[src/verilog/lpfec_cfg.svh]
`ifndef LPFEC_CFG_SVH
`define LPFEC_CFG_SVH

// Register map (byte addresses on the 8-bit port)
`define LPFEC_ADDR_W          8
`define LPFEC_CONFIG_ADDR     8'h41
`define LPFEC_LINE_HI_ADDR    8'h42
`define LPFEC_LINE_LO_ADDR    8'h43
`define LPFEC_PATH_HI_ADDR    8'h44
`define LPFEC_PATH_LO_ADDR    8'h45
`define LPFEC_SYNC_HI_ADDR    8'h46
`define LPFEC_SYNC_LO_ADDR    8'h47
`define LPFEC_MODE_ADDR       8'h40

// Counter configuration field positions
`define LPFEC_CFG_EXZ_BIT     0
`define LPFEC_CFG_MOS_BIT     1
`define LPFEC_CFG_FS_BIT      2
`define LPFEC_CFG_VTYPE_BIT   3
`define LPFEC_CFG_ACCUM_BIT   4
`define LPFEC_CFG_IVAL_BIT    5
`define LPFEC_CFG_MANUAL_BIT  6
`define LPFEC_CFG_RESET       8'h00
`define LPFEC_CFG_MASK        8'h7f

// Line mode register field positions
`define LPFEC_MODE_E1_BIT     0
`define LPFEC_MODE_ZSUB_BIT   1
`define LPFEC_MODE_ESF_BIT    2
`define LPFEC_MODE_RESET      8'h00
`define LPFEC_MODE_MASK       8'h07

// Counter limits and zero-run lengths
`define LPFEC_CNT_MAX         16'hffff
`define LPFEC_ZRUN_PLAIN      5'h10
`define LPFEC_ZRUN_SUBST      5'h08

// Line rates in Hz (line clock cycles per second) and short update intervals in microseconds
`define LPFEC_LINE_T1_HZ      1544000
`define LPFEC_LINE_E1_HZ      2048000
`define LPFEC_SHORT_T1_US     42000
`define LPFEC_SHORT_E1_US     62500

`endif

[src/verilog/lpfec_pkg.sv]
package lpfec_pkg;

  typedef struct packed {
    logic bpv;
    logic bpv_pos;
    logic subst_word;
    logic mark;
  } lpfec_line_ev_s;

  typedef struct packed {
    logic crc_err;
    logic ft_err;
    logic fs_err;
    logic fps_err;
    logic fas_err;
    logic mf_oos;
    logic sync_lost;
    logic fas_crc_lost;
    logic searching;
  } lpfec_frame_ev_s;

  typedef struct packed {
    logic [15:0] line;
    logic [15:0] path;
    logic [15:0] sync;
  } lpfec_counts_s;

endpackage : lpfec_pkg

[src/verilog/lpfec_sat_counter.sv]
`timescale 1ns/1ps
`include "lpfec_cfg.svh"

module lpfec_sat_counter
  import lpfec_pkg::*;
(
  input  wire logic        sys_clk_i,
  input  wire logic        arst_n_i,
  input  wire logic        inc_i,
  input  wire logic        clear_i,
  output logic      [15:0] count_o
);

  // A clear takes the count now; an event in that cycle opens the next one
  always_ff @(posedge sys_clk_i or negedge arst_n_i)
  begin
    if (!arst_n_i)
      count_o <= 16'h0000;
    else if (clear_i)
      count_o <= {15'h0000, inc_i};
    else if (inc_i && count_o != `LPFEC_CNT_MAX)
      count_o <= count_o + 16'h0001;
  end

endmodule : lpfec_sat_counter

[src/verilog/lpfec_zero_run.sv]
`timescale 1ns/1ps
`include "lpfec_cfg.svh"

module lpfec_zero_run
  import lpfec_pkg::*;
(
  input  wire logic sys_clk_i,
  input  wire logic arst_n_i,
  input  wire logic bit_i,
  input  wire logic mark_i,
  input  wire logic subst_i,
  output logic      excess_o
);

  logic [4:0] run;
  logic [4:0] limit;

  assign limit = subst_i ? `LPFEC_ZRUN_SUBST : `LPFEC_ZRUN_PLAIN;

  // One error per run; the counter parks at the limit until a mark
  always_ff @(posedge sys_clk_i or negedge arst_n_i)
  begin
    if (!arst_n_i)
      run <= 5'h00;
    else if (bit_i && mark_i)
      run <= 5'h00;
    else if (bit_i && run < limit)
      run <= run + 5'h01;
  end

  assign excess_o = bit_i && !mark_i && (run == limit - 5'h01);

endmodule : lpfec_zero_run

[src/verilog/lpfec_counters.sv]
// Behaviour
// - T1 line counter: bipolar violations, plus excess zeros when selected.
// - T1 with zero substitution on: substituted codewords are not counted.
// - Excess zeros: 16-zero run without substitution, 8-zero run with it.
// - T1 line counter always enabled, even with receive sync lost.
// - E1 bipolar mode: two same-polarity marks make one violation.
// - E1 bipolar mode with HDB3: substitution codewords are not counted.
// - E1 type select: 0 counts bipolar, 1 counts code violations.
// - E1 line counter ignores sync loss and saturates at 65535.
// - Line count readable: high byte at 42h, low byte at 43h.
// - T1 ESF: path counter counts CRC6 errors, Fs option ignored.
// - T1 D4: path counter counts Ft errors, plus Fs when enabled.
// - T1 path counter halts while receive sync lost.
// - E1 path counter counts CRC-4 errors, halts on FAS/CRC-4 loss only.
// - Path count readable: high byte at 44h, low byte at 45h.
// - T1 multiframe mode counts out-of-sync multiframes, even in sync loss.
// - T1 alternate mode counts Ft or FPS errors, not during sync loss.
// - E1 sync counter counts FAS word errors, not while sync lost.
// - E1 FAS errors ignored while searching for alignment or multiframe.
// - Sync count readable: high byte at 46h, low byte at 47h.
// - All counters saturate at maximum, never wrap.
// - Auto update snapshots and clears once a second or on short interval.
// - Manual trigger rising edge (accumulate mode) snapshots and clears on the second clock after.
//
// Implementation choice: strobed register access.
`timescale 1ns/1ps
`include "lpfec_cfg.svh"

module lpfec_counters
  import lpfec_pkg::*;
#(
  parameter int unsigned SEC_T1_CYC   = `LPFEC_LINE_T1_HZ,
  parameter int unsigned SEC_E1_CYC   = `LPFEC_LINE_E1_HZ,
  parameter int unsigned SHORT_T1_CYC =
    `LPFEC_LINE_T1_HZ / 1000 * `LPFEC_SHORT_T1_US / 1000,
  parameter int unsigned SHORT_E1_CYC =
    `LPFEC_LINE_E1_HZ / 1000 * `LPFEC_SHORT_E1_US / 1000
)
(
  input  wire logic                     sys_clk_i,
  input  wire logic                     arst_n_i,
  input  wire logic                     line_bit_i,
  input  wire lpfec_line_ev_s           line_ev_i,
  input  wire lpfec_frame_ev_s          frame_ev_i,
  input  wire logic [`LPFEC_ADDR_W-1:0] addr_i,
  input  wire logic [7:0]               wdata_i,
  input  wire logic                     wr_i,
  input  wire logic                     rd_i,
  output logic      [7:0]               rdata_o,
  output logic                          update_o
);

  // Framer events come from logic on this clock, so no synchroniser

  typedef enum logic [1:0] {
    LPFEC_IDLE = 2'b01,
    LPFEC_LOAD = 2'b10
  } lpfec_upd_e;

  logic [7:0]    counter_config_register;
  logic [7:0]    line_mode;
  logic          manual_prev;
  lpfec_upd_e    upd_state;
  lpfec_upd_e    next_upd_state;
  logic [31:0]   tick_cnt;
  logic [31:0]   tick_limit;
  logic          tick;
  logic          snap;
  lpfec_counts_s running;
  lpfec_counts_s held;
  logic          line_inc;
  logic          path_inc;
  logic          sync_inc;
  logic          prev_bpv_valid;
  logic          prev_bpv_pos;
  logic          excess_zero;
  logic [2:0]    inc_vec;
  logic          bpv_counted;
  logic          cv_match;
  logic          t1_path_ev;
  logic          e1_path_ev;
  logic          t1_fbit_ev;
  logic          e1_fas_ev;

  logic is_e1;
  logic zsub;
  logic esf;
  logic exz_sel;
  logic mos_sel;
  logic fs_sel;
  logic vtype_sel;
  logic accum_sel;
  logic ival_sel;
  logic manual_update_trigger;

  assign is_e1     = line_mode[`LPFEC_MODE_E1_BIT];
  assign zsub      = line_mode[`LPFEC_MODE_ZSUB_BIT];
  assign esf       = line_mode[`LPFEC_MODE_ESF_BIT];
  assign exz_sel   = counter_config_register[`LPFEC_CFG_EXZ_BIT];
  assign mos_sel   = counter_config_register[`LPFEC_CFG_MOS_BIT];
  assign fs_sel    = counter_config_register[`LPFEC_CFG_FS_BIT];
  assign vtype_sel = counter_config_register[`LPFEC_CFG_VTYPE_BIT];
  assign accum_sel = counter_config_register[`LPFEC_CFG_ACCUM_BIT];
  assign ival_sel  = counter_config_register[`LPFEC_CFG_IVAL_BIT];
  assign manual_update_trigger =
    counter_config_register[`LPFEC_CFG_MANUAL_BIT];

  function automatic logic hit(input logic [`LPFEC_ADDR_W-1:0] a,
                               input logic [`LPFEC_ADDR_W-1:0] b);
    hit = (a == b);
  endfunction : hit

  // Register writes
  always_ff @(posedge sys_clk_i or negedge arst_n_i)
  begin
    if (!arst_n_i)
      counter_config_register <= `LPFEC_CFG_RESET;
    else if (wr_i && hit(addr_i, `LPFEC_CONFIG_ADDR))
      counter_config_register <= wdata_i & `LPFEC_CFG_MASK;
  end

  always_ff @(posedge sys_clk_i or negedge arst_n_i)
  begin
    if (!arst_n_i)
      line_mode <= `LPFEC_MODE_RESET;
    else if (wr_i && hit(addr_i, `LPFEC_MODE_ADDR))
      line_mode <= wdata_i & `LPFEC_MODE_MASK;
  end

  // Line code violations
  lpfec_zero_run u_zero_run (
    .sys_clk_i (sys_clk_i),
    .arst_n_i  (arst_n_i),
    .bit_i     (line_bit_i && !is_e1),
    .mark_i    (line_ev_i.mark),
    .subst_i   (zsub),
    .excess_o  (excess_zero)
  );

  // Substituted codewords are legal line code, so they do not count while substitution is on
  function automatic logic bpv_counts(input lpfec_line_ev_s ev,
                                      input logic           subst_on);
    bpv_counts = ev.bpv && !(subst_on && ev.subst_word);
  endfunction : bpv_counts

  assign bpv_counted = bpv_counts(line_ev_i, zsub);
  assign cv_match    = bpv_counted && prev_bpv_valid
                       && (prev_bpv_pos == line_ev_i.bpv_pos);

  // Remember the polarity of the previous counted bipolar violation
  always_ff @(posedge sys_clk_i or negedge arst_n_i)
  begin
    if (!arst_n_i)
    begin
      prev_bpv_valid <= 1'b0;
      prev_bpv_pos   <= 1'b0;
    end
    else if (bpv_counted)
    begin
      prev_bpv_valid <= 1'b1;
      prev_bpv_pos   <= line_ev_i.bpv_pos;
    end
  end

  // No sync gating on the line counter in either mode
  always_comb
  begin
    line_inc = 1'b0;
    if (!is_e1)
    begin
      line_inc = bpv_counted;
      if (exz_sel && excess_zero)
        line_inc = 1'b1;
    end
    else if (!vtype_sel)
      // Decoder flags a same-polarity mark pair as one bpv pulse
      line_inc = bpv_counted;
    else
      line_inc = cv_match;
  end

  // Path errors: T1 gated by sync loss, E1 only by FAS/CRC-4 loss
  assign t1_path_ev = esf ? frame_ev_i.crc_err
                          : frame_ev_i.ft_err
                            || (fs_sel && frame_ev_i.fs_err);
  assign e1_path_ev = frame_ev_i.crc_err
                      && !frame_ev_i.fas_crc_lost;

  always_comb
  begin
    path_inc = 1'b0;
    if (!is_e1)
    begin
      if (!frame_ev_i.sync_lost)
        path_inc = t1_path_ev;
    end
    else
      path_inc = e1_path_ev;
  end

  // Frame sync errors
  assign t1_fbit_ev = esf ? frame_ev_i.fps_err : frame_ev_i.ft_err;
  assign e1_fas_ev  = frame_ev_i.fas_err && !frame_ev_i.sync_lost
                      && !frame_ev_i.searching;

  always_comb
  begin
    sync_inc = 1'b0;
    if (!is_e1)
    begin
      if (mos_sel)
        sync_inc = frame_ev_i.mf_oos;
      else if (!frame_ev_i.sync_lost)
        sync_inc = t1_fbit_ev;
    end
    else
      sync_inc = e1_fas_ev;
  end

  // Update timing
  always_comb
  begin
    if (ival_sel)
      tick_limit = is_e1 ? SHORT_E1_CYC : SHORT_T1_CYC;
    else
      tick_limit = is_e1 ? SEC_E1_CYC : SEC_T1_CYC;
  end

  always_ff @(posedge sys_clk_i or negedge arst_n_i)
  begin
    if (!arst_n_i)
      tick_cnt <= 32'h00000000;
    else if (tick || accum_sel)
      tick_cnt <= 32'h00000000;
    else
      tick_cnt <= tick_cnt + 32'h00000001;
  end

  assign tick = !accum_sel && (tick_cnt >= tick_limit - 32'h00000001);

  always_ff @(posedge sys_clk_i or negedge arst_n_i)
  begin
    if (!arst_n_i)
      manual_prev <= 1'b0;
    else
      manual_prev <= manual_update_trigger;
  end

  always_comb
  begin
    next_upd_state = LPFEC_IDLE;
    case (upd_state)
      LPFEC_IDLE:
        if ((accum_sel && manual_update_trigger && !manual_prev) || tick)
          next_upd_state = LPFEC_LOAD;
      LPFEC_LOAD:
        next_upd_state = LPFEC_IDLE;
      default:
        next_upd_state = LPFEC_IDLE;
    endcase
  end

  always_ff @(posedge sys_clk_i or negedge arst_n_i)
  begin
    if (!arst_n_i)
      upd_state <= LPFEC_IDLE;
    else
      upd_state <= next_upd_state;
  end

  assign snap     = (upd_state == LPFEC_LOAD);
  assign update_o = snap;
  assign inc_vec  = {line_inc, path_inc, sync_inc};

  // Counters
  generate
    for (genvar g = 0; g < 3; g++)
    begin : g_cnt
      logic [15:0] cnt;
      lpfec_sat_counter u_cnt (
        .sys_clk_i (sys_clk_i),
        .arst_n_i  (arst_n_i),
        .inc_i     (inc_vec[g]),
        .clear_i   (snap),
        .count_o   (cnt)
      );
    end
  endgenerate

  assign running.line = g_cnt[2].cnt;
  assign running.path = g_cnt[1].cnt;
  assign running.sync = g_cnt[0].cnt;

  // Both bytes read from one held snapshot, never the live count
  always_ff @(posedge sys_clk_i or negedge arst_n_i)
  begin
    if (!arst_n_i)
      held <= '0;
    else if (snap)
      held <= running;
  end

  // Read port, data valid the cycle after the strobe
  always_ff @(posedge sys_clk_i or negedge arst_n_i)
  begin
    if (!arst_n_i)
      rdata_o <= 8'h00;
    else if (rd_i)
      case (addr_i)
        `LPFEC_MODE_ADDR:    rdata_o <= line_mode;
        `LPFEC_CONFIG_ADDR:  rdata_o <= counter_config_register;
        `LPFEC_LINE_HI_ADDR: rdata_o <= held.line[15:8];
        `LPFEC_LINE_LO_ADDR: rdata_o <= held.line[7:0];
        `LPFEC_PATH_HI_ADDR: rdata_o <= held.path[15:8];
        `LPFEC_PATH_LO_ADDR: rdata_o <= held.path[7:0];
        `LPFEC_SYNC_HI_ADDR: rdata_o <= held.sync[15:8];
        `LPFEC_SYNC_LO_ADDR: rdata_o <= held.sync[7:0];
        default:             rdata_o <= 8'h00;
      endcase
    else
      rdata_o <= 8'h00;
  end

endmodule : lpfec_counters

[config.mk]
export PLATFORM = sky130hd
export DESIGN_NAME = lpfec_counters
export DESIGN_NICKNAME = d
export VERILOG_FILES = /design/src/verilog/lpfec_pkg.sv /design/src/verilog/lpfec_sat_counter.sv /design/src/verilog/lpfec_zero_run.sv /design/src/verilog/lpfec_counters.sv
export VERILOG_INCLUDE_DIRS = /design/src /design/src/verilog
export SDC_FILE = /design/constraint.sdc
export NUM_CORES = 1
export LEC_CHECK = 0
export BUFFER_PORTS_ARGS = -buffer_cell sky130_fd_sc_hd__buf_2
export CELL_PAD_IN_SITES_DETAIL_PLACEMENT = 0
export CELL_PAD_IN_SITES_GLOBAL_PLACEMENT = 1
export CORE_UTILIZATION = 25
export CTS_CLUSTER_SIZE = 20
export DETAILED_ROUTE_END_ITERATION = 16
export PLACE_DENSITY_LB_ADDON = 0.1
export RECOVER_POWER = 50
export SETUP_SLACK_MARGIN = 0.02
export SKIP_LAST_GASP = 1
export SLEW_MARGIN = 25
export SYNTH_ARGS = -nofsm -noshare
export SYNTH_HDL_FRONTEND = slang
export SYNTH_HIERARCHICAL = 1
export SYNTH_SLANG_ARGS = --single-unit
[constraint.sdc]
create_clock -name sys_clk_i -period 3.6 [get_ports sys_clk_i]
set_clock_uncertainty 0.05 [all_clocks]
set_input_delay 0.72 -clock sys_clk_i [delete_from_list [all_inputs] [get_ports sys_clk_i]]
set_output_delay 0.72 -clock sys_clk_i [all_outputs]
set_load 0.005 [all_outputs]
Word-level counts from Yosys, hierarchy flattened
Cells that the tools add are included.
{"block": "word_totals", "output_inout_bits": 9, "inputBits": 34, "word_cells": 103, "reg_bits": 156}
{"block": "classes", "addsub": 7, "reduce_logical": 37, "n_mux": 27, "n_eq_ne": 15, "magnitude_cmp": 2}
{"op": "$mux 16", "n": 6}
{"op": "$eq 8x7->1 const B", "n": 8}
{"op": "$pmux 8 s8", "n": 1}
{"op": "$add 16x1->16 const B", "n": 3}
{"op": "$ne 16x16->1 const B", "n": 3}
{"op": "$add 32x1->32 const B", "n": 1}
{"op": "$ge 32x32->1", "n": 1}
{"op": "$mux 32", "n": 1}
{"op": "$sub 32x1->32 const B", "n": 1}
{"op": "$logic_and 1x1->1", "n": 22}
{"op": "$mux 21", "n": 1}
{"op": "$mux 20", "n": 1}
{"op": "$mux 17", "n": 1}
{"op": "$mux 5", "n": 3}
{"op": "$mux 1", "n": 10}
{"op": "$logic_not 1->1", "n": 8}
{"op": "$mux 8", "n": 1}
{"op": "$reduce_bool 2->1", "n": 4}
{"op": "$add 5x1->5 const B", "n": 1}
{"op": "$eq 5x5->1", "n": 1}
{"op": "$lt 5x5->1", "n": 1}
{"op": "$sub 5x1->5 const B", "n": 1}
{"op": "$mux 2", "n": 2}
{"op": "$logic_or 1x1->1", "n": 3}
{"op": "other kinds (3)", "n": 3}

Depth between registers and ports, before layout
Gate-level depths: netlist of run 1.
{"block": "depth", "depth_word": 10, "ltp_mapped": 12, "depth_no_buf": 10}

Modules after synthesis
Netlist of run 1, hierarchy kept.
{"mod": "lpfec_counters", "area_per_inst_um2": 4885.9, "cells_per_inst": 409, "seq_area_each_um2": 2578.7, "n_inst": 1}
{"mod": "lpfec_sat_counter", "area_per_inst_um2": 959.7, "cells_per_inst": 102, "seq_area_each_um2": 400.4, "n_inst": 3}
{"mod": "lpfec_zero_run", "area_per_inst_um2": 324.1, "cells_per_inst": 34, "seq_area_each_um2": 125.1, "n_inst": 1}

Least setup slack after synthesis of run 1
OpenSTA, ideal clock, no wires.
{"block": "synth_timing", "kind": "input to register", "from": "input line_bit_i", "to": "register g_cnt[2].u_cnt.count_o[11]", "setup_slack_ns": 0.907, "stages": 11, "path_buffers": 2, "required_ns": 3.472, "arrival_ns": 2.565, "setup_time_ns": 0.078, "cell_sequence": "nor2b_1 -> nor4b_1 -> and3_1 -> a21oi_1 -> o21ai_0 -> buf_4 -> nand3_1 -> or2_0 -> buf_2 -> or4_1 -> a21oi_1"}
{"block": "synth_between", "elab_chain_cells": 8}
{"item": "from (decl)", "line": "lpfec_counters.sv:42", "text": "input wire logic line_bit_i,"}
{"item": "$logic_and 1x1->1", "line": "lpfec_counters.sv:134", "text": ".bit_i (line_bit_i && !is_e1),"}
{"item": "$logic_and 1x1->1 (2 in series)", "line": "lpfec_zero_run.sv:31", "text": "assign excess_o = bit_i && !mark_i && (run == limit - 5'h01);"}
{"item": "via excess_zero", "line": "lpfec_counters.sv:76", "text": "logic excess_zero;"}
{"item": "$logic_and 1x1->1", "line": "lpfec_counters.sv:172", "text": "if (exz_sel && excess_zero)"}
{"item": "$mux 1", "line": "lpfec_counters.sv:172"}
{"item": "$mux 1", "line": "lpfec_counters.sv:169", "text": "if (!is_e1)"}
{"item": "via line_inc", "line": "lpfec_counters.sv:71", "text": "logic line_inc;"}
{"item": "$logic_and 1x1->1 (no source line)"}
{"item": "$reduce_bool 2->1 (no source line)"}
{"item": "to (signal assigned)", "line": "lpfec_sat_counter.sv:20", "text": "count_o <= {15'h0000, inc_i};"}
{"item": "to (signal assigned)", "line": "lpfec_sat_counter.sv:22", "text": "count_o <= count_o + 16'h0001;"}
{"item": "to (decl)", "line": "lpfec_sat_counter.sv:11", "text": "output logic [15:0] count_o"}
The timed path passes the listed nets, and every way through them passes these cells.
A chain may end at the register's enable or synchronous reset.

Worst setup path in the final report of run 1
{"block": "layout_timing", "from": "register line_mode[1]", "to": "register g_cnt[2].u_cnt.count_o[11]"}
{"block": "layout_between", "elab_chain_cells": 9, "elab_cells_between_ends": 15, "classes_between": "add/sub (1); eq/ne (1); mux (4); reduce/logical (9)"}
{"item": "from (decl)", "line": "lpfec_counters.sv:61", "text": "logic [7:0] line_mode;"}
{"item": "from (signal assigned)", "line": "lpfec_counters.sv:125", "text": "line_mode <= `LPFEC_MODE_RESET;"}
{"item": "from (signal assigned)", "line": "lpfec_counters.sv:127", "text": "line_mode <= wdata_i & `LPFEC_MODE_MASK;"}
{"item": "$mux 5 (no source line)"}
{"item": "$sub 5x1->5", "line": "lpfec_zero_run.sv:31"}
{"item": "$eq 5x5->1", "line": "lpfec_zero_run.sv:31"}
{"item": "$logic_and 1x1->1", "line": "lpfec_zero_run.sv:31"}
{"item": "via excess_zero", "line": "lpfec_counters.sv:76"}
{"item": "$logic_and 1x1->1", "line": "lpfec_counters.sv:172"}
{"item": "$mux 1", "line": "lpfec_counters.sv:172"}
{"item": "$mux 1", "line": "lpfec_counters.sv:169"}
{"item": "via line_inc", "line": "lpfec_counters.sv:71"}
{"item": "$logic_and 1x1->1 (no source line)"}
{"item": "$reduce_bool 2->1 (no source line)"}
The timed path passes the listed nets, and every way through them passes these cells.

==> results of run 1 <==
-- flip-flops by register name, summed over array words and instances, names as in the netlist --
| signal | cells |
|---|---|
| u_zero_run/run | 5 |
| line_mode | 3 |
| manual_prev | 1 |
| counter_config_register | 7 |
| held | 48 |
| g_cnt.u_cnt/count_o | 48 |
| rdata_o | 8 |
| prev_bpv_valid | 1 |
| tick_cnt | 32 |
| upd_state | 2 |
| prev_bpv_pos | 1 |
-- layer usage --
metal / GRT usage / wire length (um) / up-vias
met5: 0 / 11 / -
met4: 0.04303 / 218 / 2
met3: 0.02647 / 392 / 14
met2: 0.2180 / 10140 / 51
met1: 0.1809 / 10140 / 2908
li1: - / - / 2865
-- critical path: stages, from the launching register on --
cell and delay, ns:
dfrtp_1 0.46, ha_1 0.32, nor4b_1 0.25, and3_1 0.21, a21oi_1 0.07, o21ai_0 0.21, buf_4 0.20, nand3_1 0.15
or2_0 0.36, or4_1 0.44, a21oi_1 0.15
-- kinds of logic (layout without fill, tap and decap cells) --
logic type               after synthesis  in the layout  synth area share
adder cells (fa/ha/maj)               25             25           0.03867
XOR/XNOR                              22             22           0.02382
buffers and inverters                 58            115           0.03124
AND/OR/NAND/NOR                      281            281            0.1969
AO/OA/AOI/OAI                        118            118           0.09590
multiplexers                          87             87            0.1298
other                                  2             11         0.0009284
flip-flops                           156            156            0.4828
-- cells in the final DEF, fill, tap and decap left out, types with 15 or more instances in the layout --
cell	count
a21oi_1	45
buf_2	40
clkbuf_16	17
dfrtp_1	155
ha_1	25
inv_1	27
mux2_2	70
nand2_1	40
nand3_1	24
nand4_1	23
nor2_1	82
nor2b_1	15
nor3_1	19
o21ai_0	16
-- per-stage QoR --
stage	setup slack, ns	instances	util	hold WS, ns	cell area [um^2]
final	0.6569	1217	0.2958	0.4077	9383
after global routing	0.2180	1217	0.2958	0.4311	9383
after CTS	0.5747	1217	0.2970	0.2262	9419
after detailed placement	0.3841	1185	0.2780	0.4012	8818
after global placement	0.4500	1185	0.2780	0.4037	8818
after floorplan	0.9066	758	-	0.3248	8123
-- where the power goes --
group | switching, mW | leakage [nW] | total [mW] | internal (mW)
sequential | 0.0517 | 2.10 | 1.86 | 1.81
combinational | 0.203 | 1.58 | 0.326 | 0.122
clock | 0.773 | 0.278 | 1.87 | 1.10
-- layout make-up --
type	instances	area (um^2)	area share
clock inverters	12	163.9	0.01747
multi-input cells	544	3965	0.4226
inverters	27	101.3	0.01080
well taps	402	503.0	0.05361
flip-flops and latches	156	3905	0.4162
clock buffers	20	436.7	0.04654
repair buffers	56	307.8	0.03280
-- worst max path at each step --
stage / start / endpoint / slack (ns) / cells past startpoint
CTS: line_mode[1] / g_cnt[2].u_cnt/count_o[11] / 0.57 / 10
global placement: line_bit_i / g_cnt[2].u_cnt/count_o[11] / 0.45 / 11
detailed placement: line_bit_i / g_cnt[2].u_cnt/count_o[11] / 0.38 / 11
floorplan: line_bit_i / g_cnt[2].u_cnt/count_o[11] / 0.91 / 11
finish: line_mode[1] / g_cnt[2].u_cnt/count_o[11] / 0.66 / 10
global route: arst_n_i / tick_cnt[18] / 0.22 / 2
==> flow_metrics.env, run 1 <==
export IMPL_outcome="complete, but fails checks"
export IMPL_violations="max-capacitance violations, max-slew violations"
export IMPL_dr_pass1_iters=6
export IMPL_slew_viol_final=60
export IMPL_fin_setup_tns_ns=0
export IMPL_finalPower_mw=4.057
export IMPL_routed_wirelength_um=20900
export IMPL_netlist_top_cells_count="dfrtp_1, nor2_1, mux2_2"
export IMPL_worstReg2RegEnd="g_cnt[2].u_cnt/count_o[11]"
export IMPL_critPathLaunchType="flip-flop"
export IMPL_grt_pass1_vias=6018
export IMPL_grt_pass1_wl_um=34420
export IMPL_synth_edf_count=0
export IMPL_fin_crit_sh=0.8175
export IMPL_nets=861
export IMPL_gp_congestion=0.7407
export IMPL_netlist_cell_type_count=60
export IMPL_ant_nets=0
export IMPL_drive_above_1_share=0.2258
export IMPL_ctsHoldBuffers=0
export IMPL_synthTopCellsByArea="dfrtp_1, mux2_2, ha_1, nor2_1, a21oi_1"
export IMPL_wire_per_inst_um=17.17
export IMPL_power_density_nw_per_um2=432.4
export IMPL_drtIter0Drc=258
export IMPL_slew_headroom=-0.08640
export IMPL_arrival_ns=3.25
export IMPL_std_cell_rows=65
export IMPL_vias_per_cell=4.799
export IMPL_synthesis_area_um2=8089
export IMPL_syn2layout_area_growth_pct=15.99
export IMPL_dieArea_um2=33080
export IMPL_synth_seq_cells=156
export IMPL_post_cts_buffers=0
export IMPL_io_pins=43
export IMPL_p_leak_nw=3.958
export IMPL_ys_warn_count=6
export IMPL_yosysMostFrequentCell="dfrtp_1"
export IMPL_path_max_fanout=8
export IMPL_reg2reg_slack_ns=0.66
export IMPL_tightest_slew_ns=1.630
export IMPL_grt_ovfl_total=0
export IMPL_critPathCaptureType="flip-flop"
export IMPL_synthFlopType="dfrtp_1"
export IMPL_numCtsBuffers=17
export IMPL_synth_top_cell_area_share=0.4795
export IMPL_synth_seq_area_share=0.4828
export IMPL_die_width_um=181.9
export IMPL_tritoncts="built"
export IMPL_cts_reportedPaths_clkPinSlew_ns=0.07
export IMPL_yosysTopAreaCell="dfrtp_1"
export IMPL_holdPathStages=0
export IMPL_rsz0062_at_grt="false"
export IMPL_clk_latency_ns=0.43
export IMPL_synthArstFlopShare=1.000
export IMPL_diodes=0
export IMPL_die_y_um=181.9
export IMPL_worst_hold_startpoint="counter_config_register[6]"
export IMPL_h_tree_depth=4
export IMPL_critPathRequiredTime_ns=3.90
export IMPL_syn_inst=749
export IMPL_reg2reg_depth=10
export IMPL_clockRootBuffer="clkbuf_16"
export IMPL_critPathKind="flip-flop to flip-flop"
export IMPL_fill_cells=3275
export IMPL_syn_area_per_cell_um2=10.80
export IMPL_ir_drop_mv=0.3266
export IMPL_cts_sinks=156
export IMPL_fin_crit_ns=2.943
export IMPL_regToRegStartpoint="line_mode[1]"
export IMPL_grt_max_degree=60
export IMPL_vias=5840
export IMPL_clk_path_buf_depth=2
export IMPL_grt_antenna_before_repair=1
export IMPL_cts_resized=0
export IMPL_port_buffers=41
export IMPL_whs_endpoint="manual_prev"
export IMPL_hpwlAfterDp_um=15160
export IMPL_drc=0
export IMPL_grt_usage=0.1349
export IMPL_fmax_ghz=0.3398
export IMPL_initial_core_util=0.2550
export IMPL_worstHoldPathType="flip-flop to flip-flop"
export IMPL_setup_viol_count_final=0
export IMPL_core_um2=31720
export IMPL_drv_cap=1
export IMPL_hold_viol=0
Note: power is estimated with default switching activity, not from simulation.
==> run 2, diff against run 1 <==
clock period = 2.4 ns   (was 3.6 ns; I/O delays follow)
==> flow_metrics.env, run 2 (synthesis gave the netlist of run 1 again) <==
export IMPL_die_y_um=181.9
export IMPL_hpwlAfterDp_um=15760
export IMPL_drive_above_1_share=0.3124
export IMPL_h_tree_depth=4
export IMPL_outcome="complete, but fails checks"
export IMPL_cts_sinks=156
export IMPL_reg_top3="g_cnt.u_cnt/count_o x48, held x48, tick_cnt x32"
export IMPL_layout_area_seq_um2=3906
export IMPL_path_max_fanout=3
export IMPL_drtIter0Drc=253
export IMPL_ir_drop_mv=0.5310
export IMPL_drv_cap=1
export IMPL_grt_antenna_before_repair=0
export IMPL_grt_ovfl_total=0
export IMPL_p_int_mw=4.767
export IMPL_tightest_slew_ns=1.546
export IMPL_power_frac_comb=0.095
export IMPL_power_switching_mw=1.540
export IMPL_clockRootBuffer="clkbuf_16"
export IMPL_multi_input_area_um2=4217
export IMPL_gp_congestion=0.7901
export IMPL_dp_cells=1218
export IMPL_die_width_um=181.9
export IMPL_cts_reportedPaths_clkPinSlew_ns=0.06
export IMPL_power_density_nw_per_um2=625.5
export IMPL_worstHoldPathType="input port to flip-flop"
export IMPL_port_buffers=41
export IMPL_dr_pass1_iters=4
export IMPL_mostFrequentLayoutCell="dfrtp_1"
export IMPL_p_sw_frac=0.2442
export IMPL_slew_headroom=-0.03098
export IMPL_final_cells=1260
export IMPL_clk_path_buf_depth=2
export IMPL_critPathCaptureType="flip-flop"
export IMPL_diodes=0
export IMPL_vias_per_cell=4.765
export IMPL_fmax_ghz=0.3994
export IMPL_whs_ns=0.2407
export IMPL_p_leak_nw=4.287
export IMPL_critPathLaunchType="flip-flop"
export IMPL_hold_viol=0
export IMPL_final_cell_mix="dfrtp_1, nor2_1, mux2_2"
export IMPL_setup_ws_ns=-0.1035
export IMPL_wire_per_inst_um=17.15
export IMPL_setup_viol_count_final=8
export IMPL_fin_crit_sh=1.043
export IMPL_core_um2=31720
export IMPL_syn2layout_area_growth_pct=24.66
export IMPL_fill_cells=3219
export IMPL_grt_pass1_vias=6166
export IMPL_routed_wirelength_um=21610
export IMPL_numCtsBuffers=17
export IMPL_critPathRequiredTime_ns=2.70
export IMPL_grt_pass1_wl_um=34950
export IMPL_vias=6004
export IMPL_grt_max_degree=55
export IMPL_fin_setup_tns_ns=-0.4127
export IMPL_p_clk_frac=0.462
export IMPL_nets=904
export IMPL_std_cell_rows=65
export IMPL_drc=0
export IMPL_fin_crit_ns=2.503
export IMPL_violations="max-capacitance violations, max-slew violations, negative setup slack"
export IMPL_rsz0062_at_grt="true"
export IMPL_slew_viol_final=24
export IMPL_pre_cts_ws_ns=-0.2367
export IMPL_power_frac_seq=0.443
export IMPL_arrival_ns=2.80
export IMPL_critPathKind="flip-flop to flip-flop"
export IMPL_grt_usage=0.1376
export IMPL_dieArea_um2=33080
export IMPL_initial_core_util=0.2550
export IMPL_tritoncts="built"
export IMPL_ant_nets=0
export IMPL_clk_latency_ns=0.43
export IMPL_io_pins=43
==> run 2: per-stage QoR <==
step	cell area, um^2	power [mW]	utilization
final	10080	6.307	0.3179
after global routing	10080	6.612	0.3179
after CTS	9877	6.405	0.3114
after detailed placement	9109	3.411	0.2872
after global placement	9109	3.393	0.2872
after floorplan	8128	3.122	-
==> run 2: critical path: stages (launching register included) <==
cell     delay, ns
dfrtp_1       0.34
inv_1         0.04
ha_1          0.30
nor4b_2       0.24
and3_1        0.19
a21oi_1       0.07
o21ai_1       0.15
buf_4         0.15
nand3_4       0.08
nor3_1        0.19
or4b_1        0.44
a21oi_1       0.18
==> run 2: final timing paths <==
kind | start | to | slack [ns] | cells after the start
worst min-delay path | wdata_i[4] | counter_config_register[4] | 0.24 | 2
worst max-delay path | u_zero_run/run[3] | g_cnt[2].u_cnt/count_o[9] | -0.10 | 11
min in group asynchronous | arst_n_i | g_cnt[2].u_cnt/count_o[15] | 0.92 | 2
max in group asynchronous | arst_n_i | u_zero_run/run[1] | 0.22 | 3
worst min register to register | counter_config_register[6] | manual_prev | 0.39 | 0
worst max register to register | u_zero_run/run[3] | g_cnt[2].u_cnt/count_o[9] | -0.10 | 11
==> run 2: layout make-up <==
cell class	count	area share
clock inverter	9	0.01303
clock buffer	23	0.05038
timing repair buffer	99	0.07073
multi-input combinational	544	0.4182
sequential	156	0.3874
inverter	27	0.01042
tap	402	0.04988
==> run 2: power groups by stage <==
stage               Sequential, mW  Clock, mW  Combinational [mW]
finish                        2.79       2.91               0.601
floorplan                     2.81          0               0.317
global placement              2.84          0               0.557
global route                  2.81       3.13               0.674
CTS                           2.79       3.02               0.588
detailed placement            2.84          0               0.572
==> run 2: routing by layer <==
layer | track usage | routed length [um] | up-vias | part of all wire
li1 | - | - | 2940 | -
met1 | 0.1823 | 10370 | 2985 | 0.48
met2 | 0.2225 | 10360 | 63 | 0.48
met3 | 0.02647 | 510 | 16 | 0.024
met4 | 0.05042 | 367 | 0 | 0.017
met5 | 0 | 0 | - | 0
==> run 2: repair_timing <==
item	CTS	global route
hold buffers	1	0
pin swaps	7	10
setup buffers	5	4
endpoints found under the hold margin	22	0
resized for setup	20	42
endpoints found under the setup margin	39	48
gates cloned	0	0
==> run 3, diff against run 2 <==
ABC_AREA = 1   (was unset)
==> flow_metrics.env, run 3 <==
export IMPL_synthesis_area_um2=8705
export IMPL_slew_headroom=0.1927
export IMPL_slew_viol_final=0
export IMPL_layout_area_seq_um2=3905
export IMPL_routed_wl_met3_um=588
export IMPL_rsz0062_at_grt="true"
export IMPL_diodes=0
export IMPL_fill_cells=3750
export IMPL_hpwlAfterDp_um=18980
export IMPL_core_um2=33870
export IMPL_cpMostUsedCell="buf_4"
export IMPL_critPathKind="flip-flop to flip-flop"
export IMPL_synth_top_cell_area_share=0.4456
export IMPL_die_width_um=188.6
export IMPL_fin_crit_ns=2.229
export IMPL_grt_usage=0.1500
export IMPL_critPathRequiredTime_ns=2.72
export IMPL_grt_antenna_before_repair=0
export IMPL_multi_input_area_um2=4272
export IMPL_critPathLaunchType="flip-flop"
export IMPL_dp_cells=1691
export IMPL_drv_cap=0
export IMPL_dieArea_um2=35570
export IMPL_port_buffers=41
export IMPL_syn_area_per_cell_um2=7.383
export IMPL_grt_pass1_wl_um=41370
export IMPL_cts_sinks=156
export IMPL_syn_inst=1179
export IMPL_drc=0
export IMPL_dpl_cell_area_um2=9699
export IMPL_pre_cts_ws_ns=0.02383
export IMPL_fin_crit_sh=0.9287
export IMPL_clk_path_buf_depth=2
export IMPL_clk_latency_ns=0.43
export IMPL_synth_seq_area_share=0.4486
export IMPL_nets=1325
export IMPL_grt_pass1_vias=7404
export IMPL_outcome="finished, final reports clean"
export IMPL_grt_max_degree=44
export IMPL_ant_nets=0
export IMPL_drive_above_1_share=0.1235
export IMPL_crit_family="simple AND/OR/NAND/NOR gates"
export IMPL_gp_congestion=0.7519
export IMPL_fin_area_um2=10330
export IMPL_syn2layout_area_growth_pct=18.67
export IMPL_netlist_cell_type_count=38
export IMPL_arrival_ns=2.55
export IMPL_hold_viol=0
export IMPL_topRoutingLayerUsed="met4"
export IMPL_mostFrequentLayoutCell="nand2_1"
export IMPL_tritoncts="built"
export IMPL_wl_met2_um=11380
export IMPL_synthFlopType="dfrtp_1"
export IMPL_synth_seq_cells=156
export IMPL_die_y_um=188.6
export IMPL_ys_warn_count=6
export IMPL_drt_met1_wl_um=13230
export IMPL_fmax_ghz=0.4487
export IMPL_clockRootBuffer="clkbuf_16"
export IMPL_vias=7451
export IMPL_final_cells=1727
export IMPL_routed_wirelength_um=25440
export IMPL_synthTopCellsByArea="dfrtp_1, nand2_1, nor2_1, nand3_1, inv_1"
export IMPL_netlist_top_cells_count="nand2_1, dfrtp_1, nor2_1"
export IMPL_wire_per_inst_um=14.73
export IMPL_path_max_fanout=6
export IMPL_synth_edf_count=0
export IMPL_numCtsBuffers=17
export IMPL_vias_per_cell=4.314
export IMPL_final_cell_mix="nand2_1, dfrtp_1, nor2_1"
export IMPL_drtIter0Drc=343
export IMPL_synthArstFlopShare=1.000
export IMPL_initial_core_util=0.2570
export IMPL_yosysMostFrequentCell="nand2_1"
export IMPL_p_leak_nw=5.056
export IMPL_setup_ws_ns=0.1711
export IMPL_crit_chain="inv_1, ha_1, nor4_2, nand3_1, a2bb2oi_1, buf_4, clkinv_1, buf_4, nor2_1, buf_4, nand4_1, nand2_1"
export IMPL_reg_top3="g_cnt.u_cnt/count_o x48, held x48, tick_cnt x32"
export IMPL_tightest_slew_ns=1.211
export IMPL_h_tree_depth=4
export IMPL_worstHoldPathType="input port to flip-flop"
export IMPL_dr_pass1_iters=4
export IMPL_fin_setup_tns_ns=0
export IMPL_finalPower_mw=6.801
export IMPL_std_cell_rows=67
export IMPL_slowest_stage="dfrtp_1"
export IMPL_power_density_nw_per_um2=658.4
export IMPL_grt_ovfl_total=0
export IMPL_yosysTopAreaCell="dfrtp_1"
export IMPL_setup_viol_count_final=0
export IMPL_critPathCaptureType="flip-flop"
export IMPL_ir_drop_mv=0.4853
export IMPL_cts_reportedPaths_clkPinSlew_ns=0.07
export IMPL_slowest_delay_ns=0.37
export IMPL_io_pins=43
export IMPL_path_buf_inv=5
run 3: cell types whose count changed after synthesis, moves of 10 or more:
| cell | change |
|---|---|
| o21ai_0 | +21 |
| nand2_2 | +10 |
| nor3_1 | -11 |
| nor2_1 | +71 |
| inv_1 | +78 |
| nand3_1 | +83 |
| mux2_2 | -69 |
| nand2_1 | +374 |
| nor4_1 | -10 |
| nor2b_1 | -15 |
| a21oi_1 | -18 |
| nor2_4 | +10 |
run 3: report_power, final:
group	switching (mW)	internal, mW
Combinational	0.530	0.340
Clock	1.14	1.66
Sequential	0.264	2.87
run 3: metal layers:
metal / track usage / vias up
met1: 0.2166 / 3453
met2: 0.2318 / 76
li1: - / 3906
met3: 0.02216 / 16
met5: 0 / -
met4: 0.04094 / 0
run 3: per-stage QoR:
step,hold WS (ns),util
3_3_place_gp,0.3075,0.2864
3_5_place_dp,0.3139,0.2864
2_1_floorplan,0.1344,-
5_1_grt,0.2368,0.3050
4_1_cts,0.2022,0.3042
6_report,0.2290,0.3050
run 3: logic make-up after synthesis:
kind of cell / share of synthesized area
flops: 0.4486
buf+inv: 0.06813
xor+xnor: 0.02515
mux: 0.001294
fa+ha+maj: 0.03594
compound gates: 0.05577
other cells: 0.0008628
simple gates: 0.3642
run 3: what timing repair did:
item | 4_1_cts | 5_1_grt
resized for setup | 1 | 5
buffers inserted | 0 | 3
hold endpoints to repair | 38 | 0
endpoints found under the setup margin | 1 | 22
hold buffers | 1 | 0
run 3: path summary, 6_finish.rpt:
path	slack (ns)	start	to	cells past startpoint
hold reg to reg	0.32	counter_config_register[6]	manual_prev	0
setup / recovery	0.17	u_zero_run/run[3]	g_cnt[2].u_cnt/count_o[8]	12
hold / removal	0.23	wdata_i[3]	counter_config_register[3]	3
min in group asynchronous	0.79	arst_n_i	tick_cnt[4]	2
max in group asynchronous	0.43	arst_n_i	held[5]	3
setup reg to reg	0.17	u_zero_run/run[3]	g_cnt[2].u_cnt/count_o[8]	12
run 3: cell type report:
type	count	share of cell area
repair buffers	87	0.05632
inverters	111	0.04058
well taps	448	0.05426
multi-input cells	893	0.4135
flip-flops and latches	156	0.3780
clock buffers	20	0.04324
clock inverters	12	0.01405
run 3: tightest hold or removal path: cells and delay by family:
kind                   cells  cell delay [ns]
buffers and inverters      1             0.09
AO/OA/AOI/OAI              1             0.06
AND/OR/NAND/NOR            1             0.04
